### src/design/eis_pkg.sv
// package of constants and types for the external input sampler
// assumes one 100 MHz clock and a word-indexed register space
//
// Overview of operation
// RQ1: all eight input states are gathered into one 16-bit word, bits 0 to 7
// RQ2: input one sits in bit 0; a high input reads as 1
// RQ3: invert bit 1 flips that input's level; 0 keeps the pin level
// RQ4: inputs one to four compare their analog level against a 16-bit threshold
// RQ5: four analog levels are filtered and republished once per regulator cycle
// RQ6: 12-bit conversion results are filtered and scaled up to the 16-bit range
// RQ7: filtered levels of inputs one to four sit at indexes 170 to 173
// RQ8: inputs five to eight follow the shared encoder and serial line pins
// RQ9: bits 8 to 15 of the state word read zero; writes there are ignored
package eis_pkg;
  localparam int unsigned CLK_PERIOD_NS = 10;
  localparam int unsigned REG_CYCLE_NS = 10000;
  localparam int unsigned REG_CYCLE_CLKS = REG_CYCLE_NS / CLK_PERIOD_NS;
  localparam int unsigned N_INPUTS = 8;
  localparam int unsigned N_ANALOG = 4;
  localparam int unsigned ADC_BITS = 12;
  localparam int unsigned WORD_BITS = 16;
  localparam int unsigned SCALE_BITS = WORD_BITS - ADC_BITS;
  localparam int unsigned ADDR_BITS = 10;
  localparam int unsigned FILTER_SHIFT = 2;
  localparam int unsigned ANALOG_IN_LSB = 0;
  localparam int unsigned DIGITAL_IN_LSB = 4;
  localparam int unsigned IDX_INVERT = 32'h0000008C;
  localparam int unsigned IDX_THRESHOLD = 32'h0000008D;
  localparam int unsigned IDX_STATE = 32'h00000091;
  localparam int unsigned IDX_LEVEL_1 = 32'h000000AA;
  localparam int unsigned IDX_LEVEL_2 = 32'h000000AB;
  localparam int unsigned IDX_LEVEL_3 = 32'h000000AC;
  localparam int unsigned IDX_LEVEL_4 = 32'h000000AD;
  localparam logic [ADDR_BITS-1:0] ADDR_INVERT = ADDR_BITS'(IDX_INVERT * 4);
  localparam logic [ADDR_BITS-1:0] ADDR_THRESHOLD = ADDR_BITS'(IDX_THRESHOLD * 4);
  localparam logic [ADDR_BITS-1:0] ADDR_STATE = ADDR_BITS'(IDX_STATE * 4);
  localparam logic [ADDR_BITS-1:0] ADDR_LEVEL_1 = ADDR_BITS'(IDX_LEVEL_1 * 4);
  localparam logic [ADDR_BITS-1:0] ADDR_LEVEL_2 = ADDR_BITS'(IDX_LEVEL_2 * 4);
  localparam logic [ADDR_BITS-1:0] ADDR_LEVEL_3 = ADDR_BITS'(IDX_LEVEL_3 * 4);
  localparam logic [ADDR_BITS-1:0] ADDR_LEVEL_4 = ADDR_BITS'(IDX_LEVEL_4 * 4);
  localparam logic [WORD_BITS-1:0] INVERT_RESET = 16'h0000;
  localparam logic [WORD_BITS-1:0] THRESHOLD_RESET = 16'h8000;
  localparam logic [WORD_BITS-1:0] LEVEL_RESET = 16'h0000;
  localparam logic [WORD_BITS-1:0] READ_ZERO = 16'h0000;
  typedef logic [WORD_BITS-1:0] eis_word_t;
  typedef logic [ADDR_BITS-1:0] eis_addr_t;
  typedef logic [N_ANALOG-1:0][ADC_BITS-1:0] eis_raw_t;
  typedef logic [N_ANALOG-1:0][WORD_BITS-1:0] eis_levels_t;
endpackage

### src/design/eis_analog_if.sv
// carrier between the sampler top and its analog filter
// assumes both ends on the same clock
`timescale 1ns/1ps
`default_nettype none
interface eis_analog_if;
  import eis_pkg::*;
  eis_raw_t raw;
  logic [N_ANALOG-1:0] raw_valid;
  logic tick;
  eis_levels_t level;
  modport source (output raw, output raw_valid, output tick, input level);
  modport filter (input raw, input raw_valid, input tick, output level);
endinterface
`default_nettype wire

### src/design/eis_analog_filter.sv
// four-channel analog filter: scales 12-bit samples, smooths, publishes per tick
// assumes samples and tick come from logic on the same clock
`timescale 1ns/1ps
`default_nettype none
module eis_analog_filter (
  input wire logic clk,
  input wire logic rst,
  eis_analog_if.filter aif
);
  import eis_pkg::*;

  typedef struct packed {
    eis_levels_t acc;
    eis_levels_t pub;
  } eis_filt_state_t;

  eis_filt_state_t st_reg;
  eis_filt_state_t st_next;
  eis_levels_t acc_upd;

  ////////////////////////////////////////////////////////////////////////
  genvar g;
  for (g = 0; g < N_ANALOG; g++) begin : g_ch
    logic [WORD_BITS-1:0] x;
    logic signed [WORD_BITS:0] diff;
    logic signed [WORD_BITS:0] step;
    logic signed [WORD_BITS:0] sum;
    // replicate top bits so full-scale 12-bit maps to 16'hFFFF
    assign x = {aif.raw[g], aif.raw[g][ADC_BITS-1 -: SCALE_BITS]}; // RQ6
    assign diff = $signed({1'b0, x}) - $signed({1'b0, st_reg.acc[g]});
    // first-order low pass; floor shift never overshoots the sample
    assign step = diff >>> FILTER_SHIFT; // RQ5
    assign sum = $signed({1'b0, st_reg.acc[g]}) + step;
    assign acc_upd[g] = aif.raw_valid[g] ? sum[WORD_BITS-1:0] : st_reg.acc[g];
  end

  ////////////////////////////////////////////////////////////////////////
  always_comb begin
    st_next = st_reg;
    st_next.acc = acc_upd;
    if (aif.tick) begin
      st_next.pub = st_reg.acc; // RQ5
    end
  end

  always_ff @(posedge clk or posedge rst) begin
    if (rst) begin
      st_reg <= '0;
    end else begin
      st_reg <= st_next;
    end
  end

  assign aif.level = st_reg.pub;

  ////////////////////////////////////////////////////////////////////////
  AST_PUBLISH_ON_TICK: assert property (@(posedge clk) disable iff (rst) // RQ5
    aif.tick |=> st_reg.pub == $past(st_reg.acc))
    else $error("published level differs from filter state at tick");

  AST_HOLD_BETWEEN_TICKS: assert property (@(posedge clk) disable iff (rst) // RQ5
    !aif.tick |=> $stable(st_reg.pub))
    else $error("published level moved between regulator ticks");

  COV_FULL_SCALE: cover property (@(posedge clk) disable iff (rst)
    aif.raw_valid[0] && aif.raw[0] == 12'hFFF);
endmodule // eis_analog_filter
`default_nettype wire

### src/design/eis_input_sampler.sv
// top of the external input sampler: pin sync, polarity, threshold, registers
// assumes pins are asynchronous; adc samples and register port are on clk
`timescale 1ns/1ps
`default_nettype none
module eis_input_sampler #(
  parameter int unsigned REGULATOR_CLKS = eis_pkg::REG_CYCLE_CLKS
) (
  input wire logic clk,
  input wire logic rst,
  input wire logic encoder_phase_a_pin,
  input wire logic encoder_phase_b_pin,
  input wire logic serial_line_a_pin,
  input wire logic serial_line_b_pin,
  input wire eis_pkg::eis_raw_t adc_sample,
  input wire logic [eis_pkg::N_ANALOG-1:0] adc_valid,
  input wire eis_pkg::eis_addr_t reg_addr,
  input wire eis_pkg::eis_word_t reg_wdata,
  input wire logic reg_write,
  input wire logic reg_read,
  output var eis_pkg::eis_word_t reg_rdata,
  output var logic [eis_pkg::N_INPUTS-1:0] input_state,
  output var logic regulator_tick
);
  import eis_pkg::*;

  localparam logic [WORD_BITS-1:0] TICK_LAST = WORD_BITS'(REGULATOR_CLKS - 1);
  localparam int unsigned N_PINS = N_INPUTS - N_ANALOG;

  typedef struct packed {
    logic [N_PINS-1:0] sync1;
    logic [N_PINS-1:0] sync2;
    eis_word_t invert;
    eis_word_t threshold;
    logic [N_INPUTS-1:0] state;
    eis_word_t rdata;
    logic [WORD_BITS-1:0] tick_cnt;
    logic tick;
  } eis_top_state_t;

  eis_top_state_t st_reg;
  eis_top_state_t st_next;
  logic [N_PINS-1:0] pins;
  logic [N_INPUTS-1:0] level_in;
  logic [N_ANALOG-1:0] above;

  eis_analog_if aif ();

  ////////////////////////////////////////////////////////////////////////
  // shared pins feed inputs five to eight whatever function owns them
  assign pins = {serial_line_b_pin, serial_line_a_pin, // RQ8
                 encoder_phase_b_pin, encoder_phase_a_pin};

  assign aif.raw = adc_sample;
  assign aif.raw_valid = adc_valid;
  assign aif.tick = st_reg.tick;

  eis_analog_filter u_filter (
    .clk(clk),
    .rst(rst),
    .aif(aif)
  );

  ////////////////////////////////////////////////////////////////////////
  // analog-capable inputs decide high or low from the filtered level
  genvar c;
  for (c = 0; c < N_ANALOG; c++) begin : g_cmp
    assign above[c] = aif.level[c] >= st_reg.threshold; // RQ4
  end

  // input one in bit 0, pins above the analog group
  assign level_in = {st_reg.sync2, // RQ1
                     above[N_ANALOG-1:ANALOG_IN_LSB]}; // RQ2

  ////////////////////////////////////////////////////////////////////////
  always_comb begin
    st_next = st_reg;
    // only the four shared pins are asynchronous, so only they are synchronised
    st_next.sync1 = pins;
    st_next.sync2 = st_reg.sync1;
    st_next.state = level_in ^ st_reg.invert[N_INPUTS-1:0]; // RQ3

    // regulator cycle timebase
    st_next.tick = 1'b0;
    if (st_reg.tick_cnt == TICK_LAST) begin
      st_next.tick_cnt = '0;
      st_next.tick = 1'b1;
    end else begin
      st_next.tick_cnt = st_reg.tick_cnt + 16'h0001;
    end

    // writes to read-only offsets fall through and change nothing
    if (reg_write) begin
      unique case (reg_addr)
        ADDR_INVERT: st_next.invert = reg_wdata;
        ADDR_THRESHOLD: st_next.threshold = reg_wdata;
        default: ; // RQ9
      endcase
    end

    // read data stand one cycle only, zero otherwise and when unmapped
    st_next.rdata = READ_ZERO;
    if (reg_read) begin
      unique case (reg_addr)
        ADDR_INVERT: st_next.rdata = st_reg.invert;
        ADDR_THRESHOLD: st_next.rdata = st_reg.threshold;
        ADDR_STATE: st_next.rdata = {8'h00, st_reg.state}; // RQ9
        ADDR_LEVEL_1: st_next.rdata = aif.level[0]; // RQ7
        ADDR_LEVEL_2: st_next.rdata = aif.level[1];
        ADDR_LEVEL_3: st_next.rdata = aif.level[2];
        ADDR_LEVEL_4: st_next.rdata = aif.level[3];
        default: st_next.rdata = READ_ZERO;
      endcase
    end
  end

  always_ff @(posedge clk or posedge rst) begin
    if (rst) begin
      st_reg <= '0;
      st_reg.invert <= INVERT_RESET;
      st_reg.threshold <= THRESHOLD_RESET;
    end else begin
      st_reg <= st_next;
    end
  end

  assign reg_rdata = st_reg.rdata;
  assign input_state = st_reg.state;
  assign regulator_tick = st_reg.tick;

  ////////////////////////////////////////////////////////////////////////
  AST_STATE_READ: assert property (@(posedge clk) disable iff (rst) // RQ1
    reg_read && reg_addr == ADDR_STATE
    |=> reg_rdata == {8'h00, $past(st_reg.state)})
    else $error("state word read does not show the gathered inputs");

  AST_UPPER_ZERO: assert property (@(posedge clk) disable iff (rst) // RQ9
    reg_read && reg_addr == ADDR_STATE |=> reg_rdata[15:8] == 8'h00)
    else $error("upper byte of state word not zero");

  AST_HIGH_READS_ONE: assert property (@(posedge clk) disable iff (rst) // RQ2
    st_reg.sync2[N_PINS-1] && !st_reg.invert[N_INPUTS-1]
    |=> input_state[N_INPUTS-1])
    else $error("high input with no inversion did not read 1");

  AST_INVERT: assert property (@(posedge clk) disable iff (rst) // RQ3
    ##1 input_state[N_INPUTS-1:DIGITAL_IN_LSB] ==
    $past(st_reg.sync2 ^ st_reg.invert[N_INPUTS-1:DIGITAL_IN_LSB]))
    else $error("polarity inversion not applied to digital inputs");

  AST_THRESHOLD: assert property (@(posedge clk) disable iff (rst) // RQ4
    ##1 input_state[0] == $past((aif.level[0] >= st_reg.threshold) ^ st_reg.invert[0]))
    else $error("input one not decided by the threshold");

  AST_TICK_PERIOD: assert property (@(posedge clk) disable iff (rst) // RQ5
    st_reg.tick |=> !st_reg.tick [*2])
    else $error("regulator tick repeated too soon");

  AST_LEVEL_MAP: assert property (@(posedge clk) disable iff (rst) // RQ7
    reg_read && reg_addr == ADDR_LEVEL_4 |=> reg_rdata == $past(aif.level[3]))
    else $error("fourth analog level not at its index");

  AST_LEVEL_FIRST: assert property (@(posedge clk) disable iff (rst) // RQ7
    reg_read && reg_addr == ADDR_LEVEL_1 |=> reg_rdata == $past(aif.level[0]))
    else $error("first analog level not at its index");

  AST_SHARED_PIN: assert property (@(posedge clk) disable iff (rst) // RQ8
    ##2 st_reg.sync2[N_PINS-1] == $past(serial_line_b_pin, 2))
    else $error("input eight does not follow its shared pin");

  AST_RO_WRITE: assert property (@(posedge clk) disable iff (rst) // RQ9
    reg_write && reg_addr == ADDR_STATE
    |=> $stable(st_reg.invert) && $stable(st_reg.threshold))
    else $error("write to read-only word changed a register");

  AST_RDATA_ONE_CYCLE: assert property (@(posedge clk) disable iff (rst)
    !reg_read |=> reg_rdata == READ_ZERO)
    else $error("read data held past its cycle");

  COV_INVERT_WRITE: cover property (@(posedge clk) disable iff (rst)
    reg_write && reg_addr == ADDR_INVERT ##1 reg_read && reg_addr == ADDR_STATE);
  COV_THRESHOLD_CROSS: cover property (@(posedge clk) disable iff (rst)
    !above[0] ##1 above[0]);
  COV_PIN_RISE: cover property (@(posedge clk) disable iff (rst)
    $rose(input_state[DIGITAL_IN_LSB]));
  COV_TICK: cover property (@(posedge clk) disable iff (rst) st_reg.tick);
endmodule // eis_input_sampler
`default_nettype wire

### config.mk
export PLATFORM = sky130hd
export DESIGN_NAME = eis_input_sampler
export DESIGN_NICKNAME = d
export VERILOG_FILES = /design/src/design/eis_pkg.sv /design/src/design/eis_analog_if.sv /design/src/design/eis_analog_filter.sv /design/src/design/eis_input_sampler.sv
export SDC_FILE = /design/constraint.sdc
export NUM_CORES = 1
export LEC_CHECK = 0
export BUFFER_PORTS_ARGS = -buffer_cell sky130_fd_sc_hd__buf_4
export CAP_MARGIN = 20
export CELL_PAD_IN_SITES_DETAIL_PLACEMENT = 0
export CELL_PAD_IN_SITES_GLOBAL_PLACEMENT = 2
export CORE_ASPECT_RATIO = 0.75
export CORE_MARGIN = 2
export CORE_UTILIZATION = 39
export CTS_CLUSTER_DIAMETER = 30
export DETAILED_ROUTE_END_ITERATION = 12
export GPL_TIMING_DRIVEN = 0
export PLACE_DENSITY = 0.84
export SLEW_MARGIN = 15
export SYNTH_ARGS = -nofsm -noshare
export SYNTH_HDL_FRONTEND = slang
export SYNTH_HIERARCHICAL = 1
export SYNTH_SLANG_ARGS = --single-unit
### constraint.sdc
create_clock -name clk -period 9.8 [get_ports clk]
set_input_delay 1.47 -clock clk [delete_from_list [all_inputs] [get_ports clk]]
set_output_delay 1.47 -clock clk [all_outputs]
set_load 0.01 [all_outputs]
==> flow_summary.toml <==
[worst_setup_path]
worstSetupStartpointType = "input port"
max_stage_delay_ns = 0.45
required_ns = 10.25
critPathMostFrequentCell = "xnor2_1"
critical_path.slowest_cell = "a2111oi_0"
end_kind = "flip-flop"
critPathMaxFanout = 3
critPathBufInv = 2
path_cells = "buf_4, ha_1, a21o_1, a31o_2, a221oi_2, nor2b_1, o21ai_0, nand2b_1, a21oi_1, xnor2_1, ha_1, inv_1, o21bai_1, a2111oi_0, nor3_1, a211oi_1, a21oi_1, xnor2_1, nand2_1, xnor2_1"
critPathKind = "in2reg"
cp_data_arrival_time_ns = 5.60
path_delay_family = "compound AO/OA/AOI/OAI gates"

[sta]
setup_viol = 0
worst_pin_slew_ns = 0.844
skew_ns = 0.0223
timing.final.max_slew_violations = 0
rsz0062_at_grt = "no"
fmax_ghz = 0.194
hold_violations = 0
tns_ns = 0
slew_headroom_pct = 43.7
hold_slack_ns = 0.352
finalCriticalPeriod_ns = 5.16
finalCritPeriodShare_pct = 52.6
setup_slack_ns = 4.64

[die]
rows = 62
core_area_mm2 = 0.0385
fp.dieH_um = 176
dieArea_mm2 = 0.0409
dieWidth_um = 233
ios = 111
initial_core_util_pct = 39.8

[logic_synthesis]
synth_top_cell_area_share_pct = 34.0
ys_seq_area_share_pct = 34.2
avgSynthCellArea_um2 = 10.1
synthMuxAreaShare_pct = 11.7
yosys.area_share.simple_pct = 10.7
synthAdderAreaFrac_pct = 15.6
synth_edf_count = 0
syn_inst = 1520
synthesis.nets = 1795
yosysTopAreaCell = "dfrtp_1"
synthXorXnorAreaFrac_pct = 6.75
ys_async_sr_fraction_pct = 100
syn_area_mm2 = 0.0153
ys_ff_latch = 209
synth_ff_type = "dfrtp_1"
synth.area.top_cells = "dfrtp_1, ha_1, mux2_2, buf_4, xnor2_1"
yosysUniqueCellTypes = 77
synth-compound-area-share_pct = 13.3
synth_top_family_by_area = "adder cells"
ys.warnings.count = 6

[pwr]
leakagePower_nw = 9.25
vdd_ir_drop_max_uv = 187
p_clk_share_pct = 27.2
powerDensity_mw_per_mm2 = 378
p_int_mw = 4.20
p_sw_share_pct = 41.1
pwr-share-seq_pct = 17.0
switching_power_mw = 2.92
combPwrFrac_pct = 55.8

[layout]
final_util_pct = 48.9
syn_to_final_growth_pct = 22.9
fin_area_mm2 = 0.0188
nNetsFinal = 1960
mostFrequentLayoutCell = "dfrtp_1"
layout_common_cells = "dfrtp_1, buf_4, ha_1, inv_1, nor2_1"
drive_gt1_share_pct = 25.7
diodes = 0

[place]
place.port_buffers = 105
pre_cts_ws_ns = 4.14
hpwlAfterDp_mm = 31.2
gp_congestion = 0.905
placed_area_mm2 = 0.0168

[global_routing]
antenna_found_initial = 0
grt_pass1_wl_mm = 64.0
overflow = 0
grt_pass1_vias = 11800
grt.total_usage_pct = 20.0
grt_max_degree = 78

[worst_hold_path]
hp-class = "reg2reg"

[detailed_routing]
dr.first_iter.drc_count = 610
drc = 0
routed_wl_mm = 40.0
wl_per_cell_um = 17.8
via_per_inst = 5.18
num_vias = 11600
antenna_left = 0
dr.pass1.iters = 5

[run_status]
status = "complete, no violations"

[clock_tree]
cts_resized = 0
clock_latency_ns = 0.58
cts_buffers = 56
h-tree-depth = 2
postCtsHoldBufs = 0
cts_num_sinks = 209
cts_tree = "built"
post_cts_buffers = 0
clk_pin_slew_ns = 0.05
cts_root_buffer = "clkbuf_16"
cts_buffer_depth = 3

[job]
drv_cap = 0
[final timing paths]
check,from,end,slack [ns],cells past startpoint
max in group asynchronous,rst,u_filter/st_reg[72]$_DFFE_PP0P_,8.12,3
hold reg to reg,st_next[73]$_DFF_PP0_,level_in[4]$_DFF_PP0_,0.35,0
min in group asynchronous,rst,st_next[73]$_DFF_PP0_,0.90,2
hold / removal,st_next[73]$_DFF_PP0_,level_in[4]$_DFF_PP0_,0.35,0
setup / recovery,adc_sample[34],u_filter/st_reg[111]$_DFFE_PP0P_,4.64,20
setup reg to reg,u_filter/st_reg[98]$_DFFE_PP0P_,u_filter/st_reg[111]$_DFFE_PP0P_,5.17,20
[per-stage QoR]
step	instances	total power [mW]
6_report	2245	7.12
5_1_grt	2245	7.78
4_1_cts	2245	7.15
3_5_place_dp	2139	5.16
3_3_place_gp	2137	5.09
2_1_floorplan	1520	4.40
[per-layer routing]
layer	part of all wire, %	vias to the layer above	track usage, %	routed length, um
met1	51	5594	29.5	20500
met3	5.5	44	4.35	2210
met5	0.23	-	1.56	91
met2	42	262	29.5	16700
met4	1.3	3	4.67	503
li1	-	5722	-	-
[synthesized netlist by cell type (all sizes together), types with 4 or more instances]
cell       n
a21oi     86
a22oi      9
o211ai    12
nor3      26
a31oi      5
dfrtp    208
clkbuf    22
nand2     77
o21ai     87
inv       99
nor2      96
and2       7
mux2i     31
or2        6
mux4      16
o2bb2ai    8
mux2     100
fa         4
and3      17
o21bai    13
nand3b     4
buf       98
a21o      28
a31o       6
or4        4
o22ai      4
nand4     12
ha       185
o21a      15
nand4b     4
xor2      43
a2bb2oi    8
a211oi     8
xnor2     75
nand2b    11
nor2b     16
nand3     28
[power groups by stage]
stage / Clock, mW / Combinational, mW / Sequential, mW
after floorplan: 0 / 3.25 / 1.14
after global placement: 0 / 3.87 / 1.22
after detailed placement: 0 / 3.93 / 1.23
after CTS: 1.97 / 3.97 / 1.21
after global routing: 2.03 / 4.52 / 1.23
final: 1.94 / 3.97 / 1.21
[cells by family (layout without fill, tap and decap cells)]
kind of cell	Yosys count	count (layout)
compound gates	314	314
fa+ha+maj	189	189
xor+xnor	118	118
simple gates	324	324
flops	209	209
buf+inv	219	432
mux	147	147
[layout make-up]
cell class / instances / area [um2]
well taps: 512 / 641
inverters: 99 / 382
clock buffers: 64 / 1490
fillers: 3575 / 19700
repair buffers: 107 / 843
flip-flops and latches: 209 / 5230
multi-input cells: 1092 / 8900
clock inverters: 42 / 522
plain buffers: 120 / 811
[worst reg2reg max path: stages, from the launching register on]
cell and delay [ns]:
dfrtp_1 0.41, inv_1 0.06, ha_1 0.34, a21o_1 0.18
a31o_2 0.25, a221oi_2 0.39, nor2b_1 0.12, o21ai_0 0.16
nand2b_1 0.10, a21oi_1 0.20, xnor2_1 0.16, ha_1 0.28
inv_1 0.12, o21bai_1 0.11, a2111oi_0 0.45, nor3_1 0.17
a211oi_1 0.41, a21oi_1 0.15, xnor2_1 0.18, nand2_1 0.08
xnor2_1 0.17
Note: power is estimated with default switching activity, not from simulation.
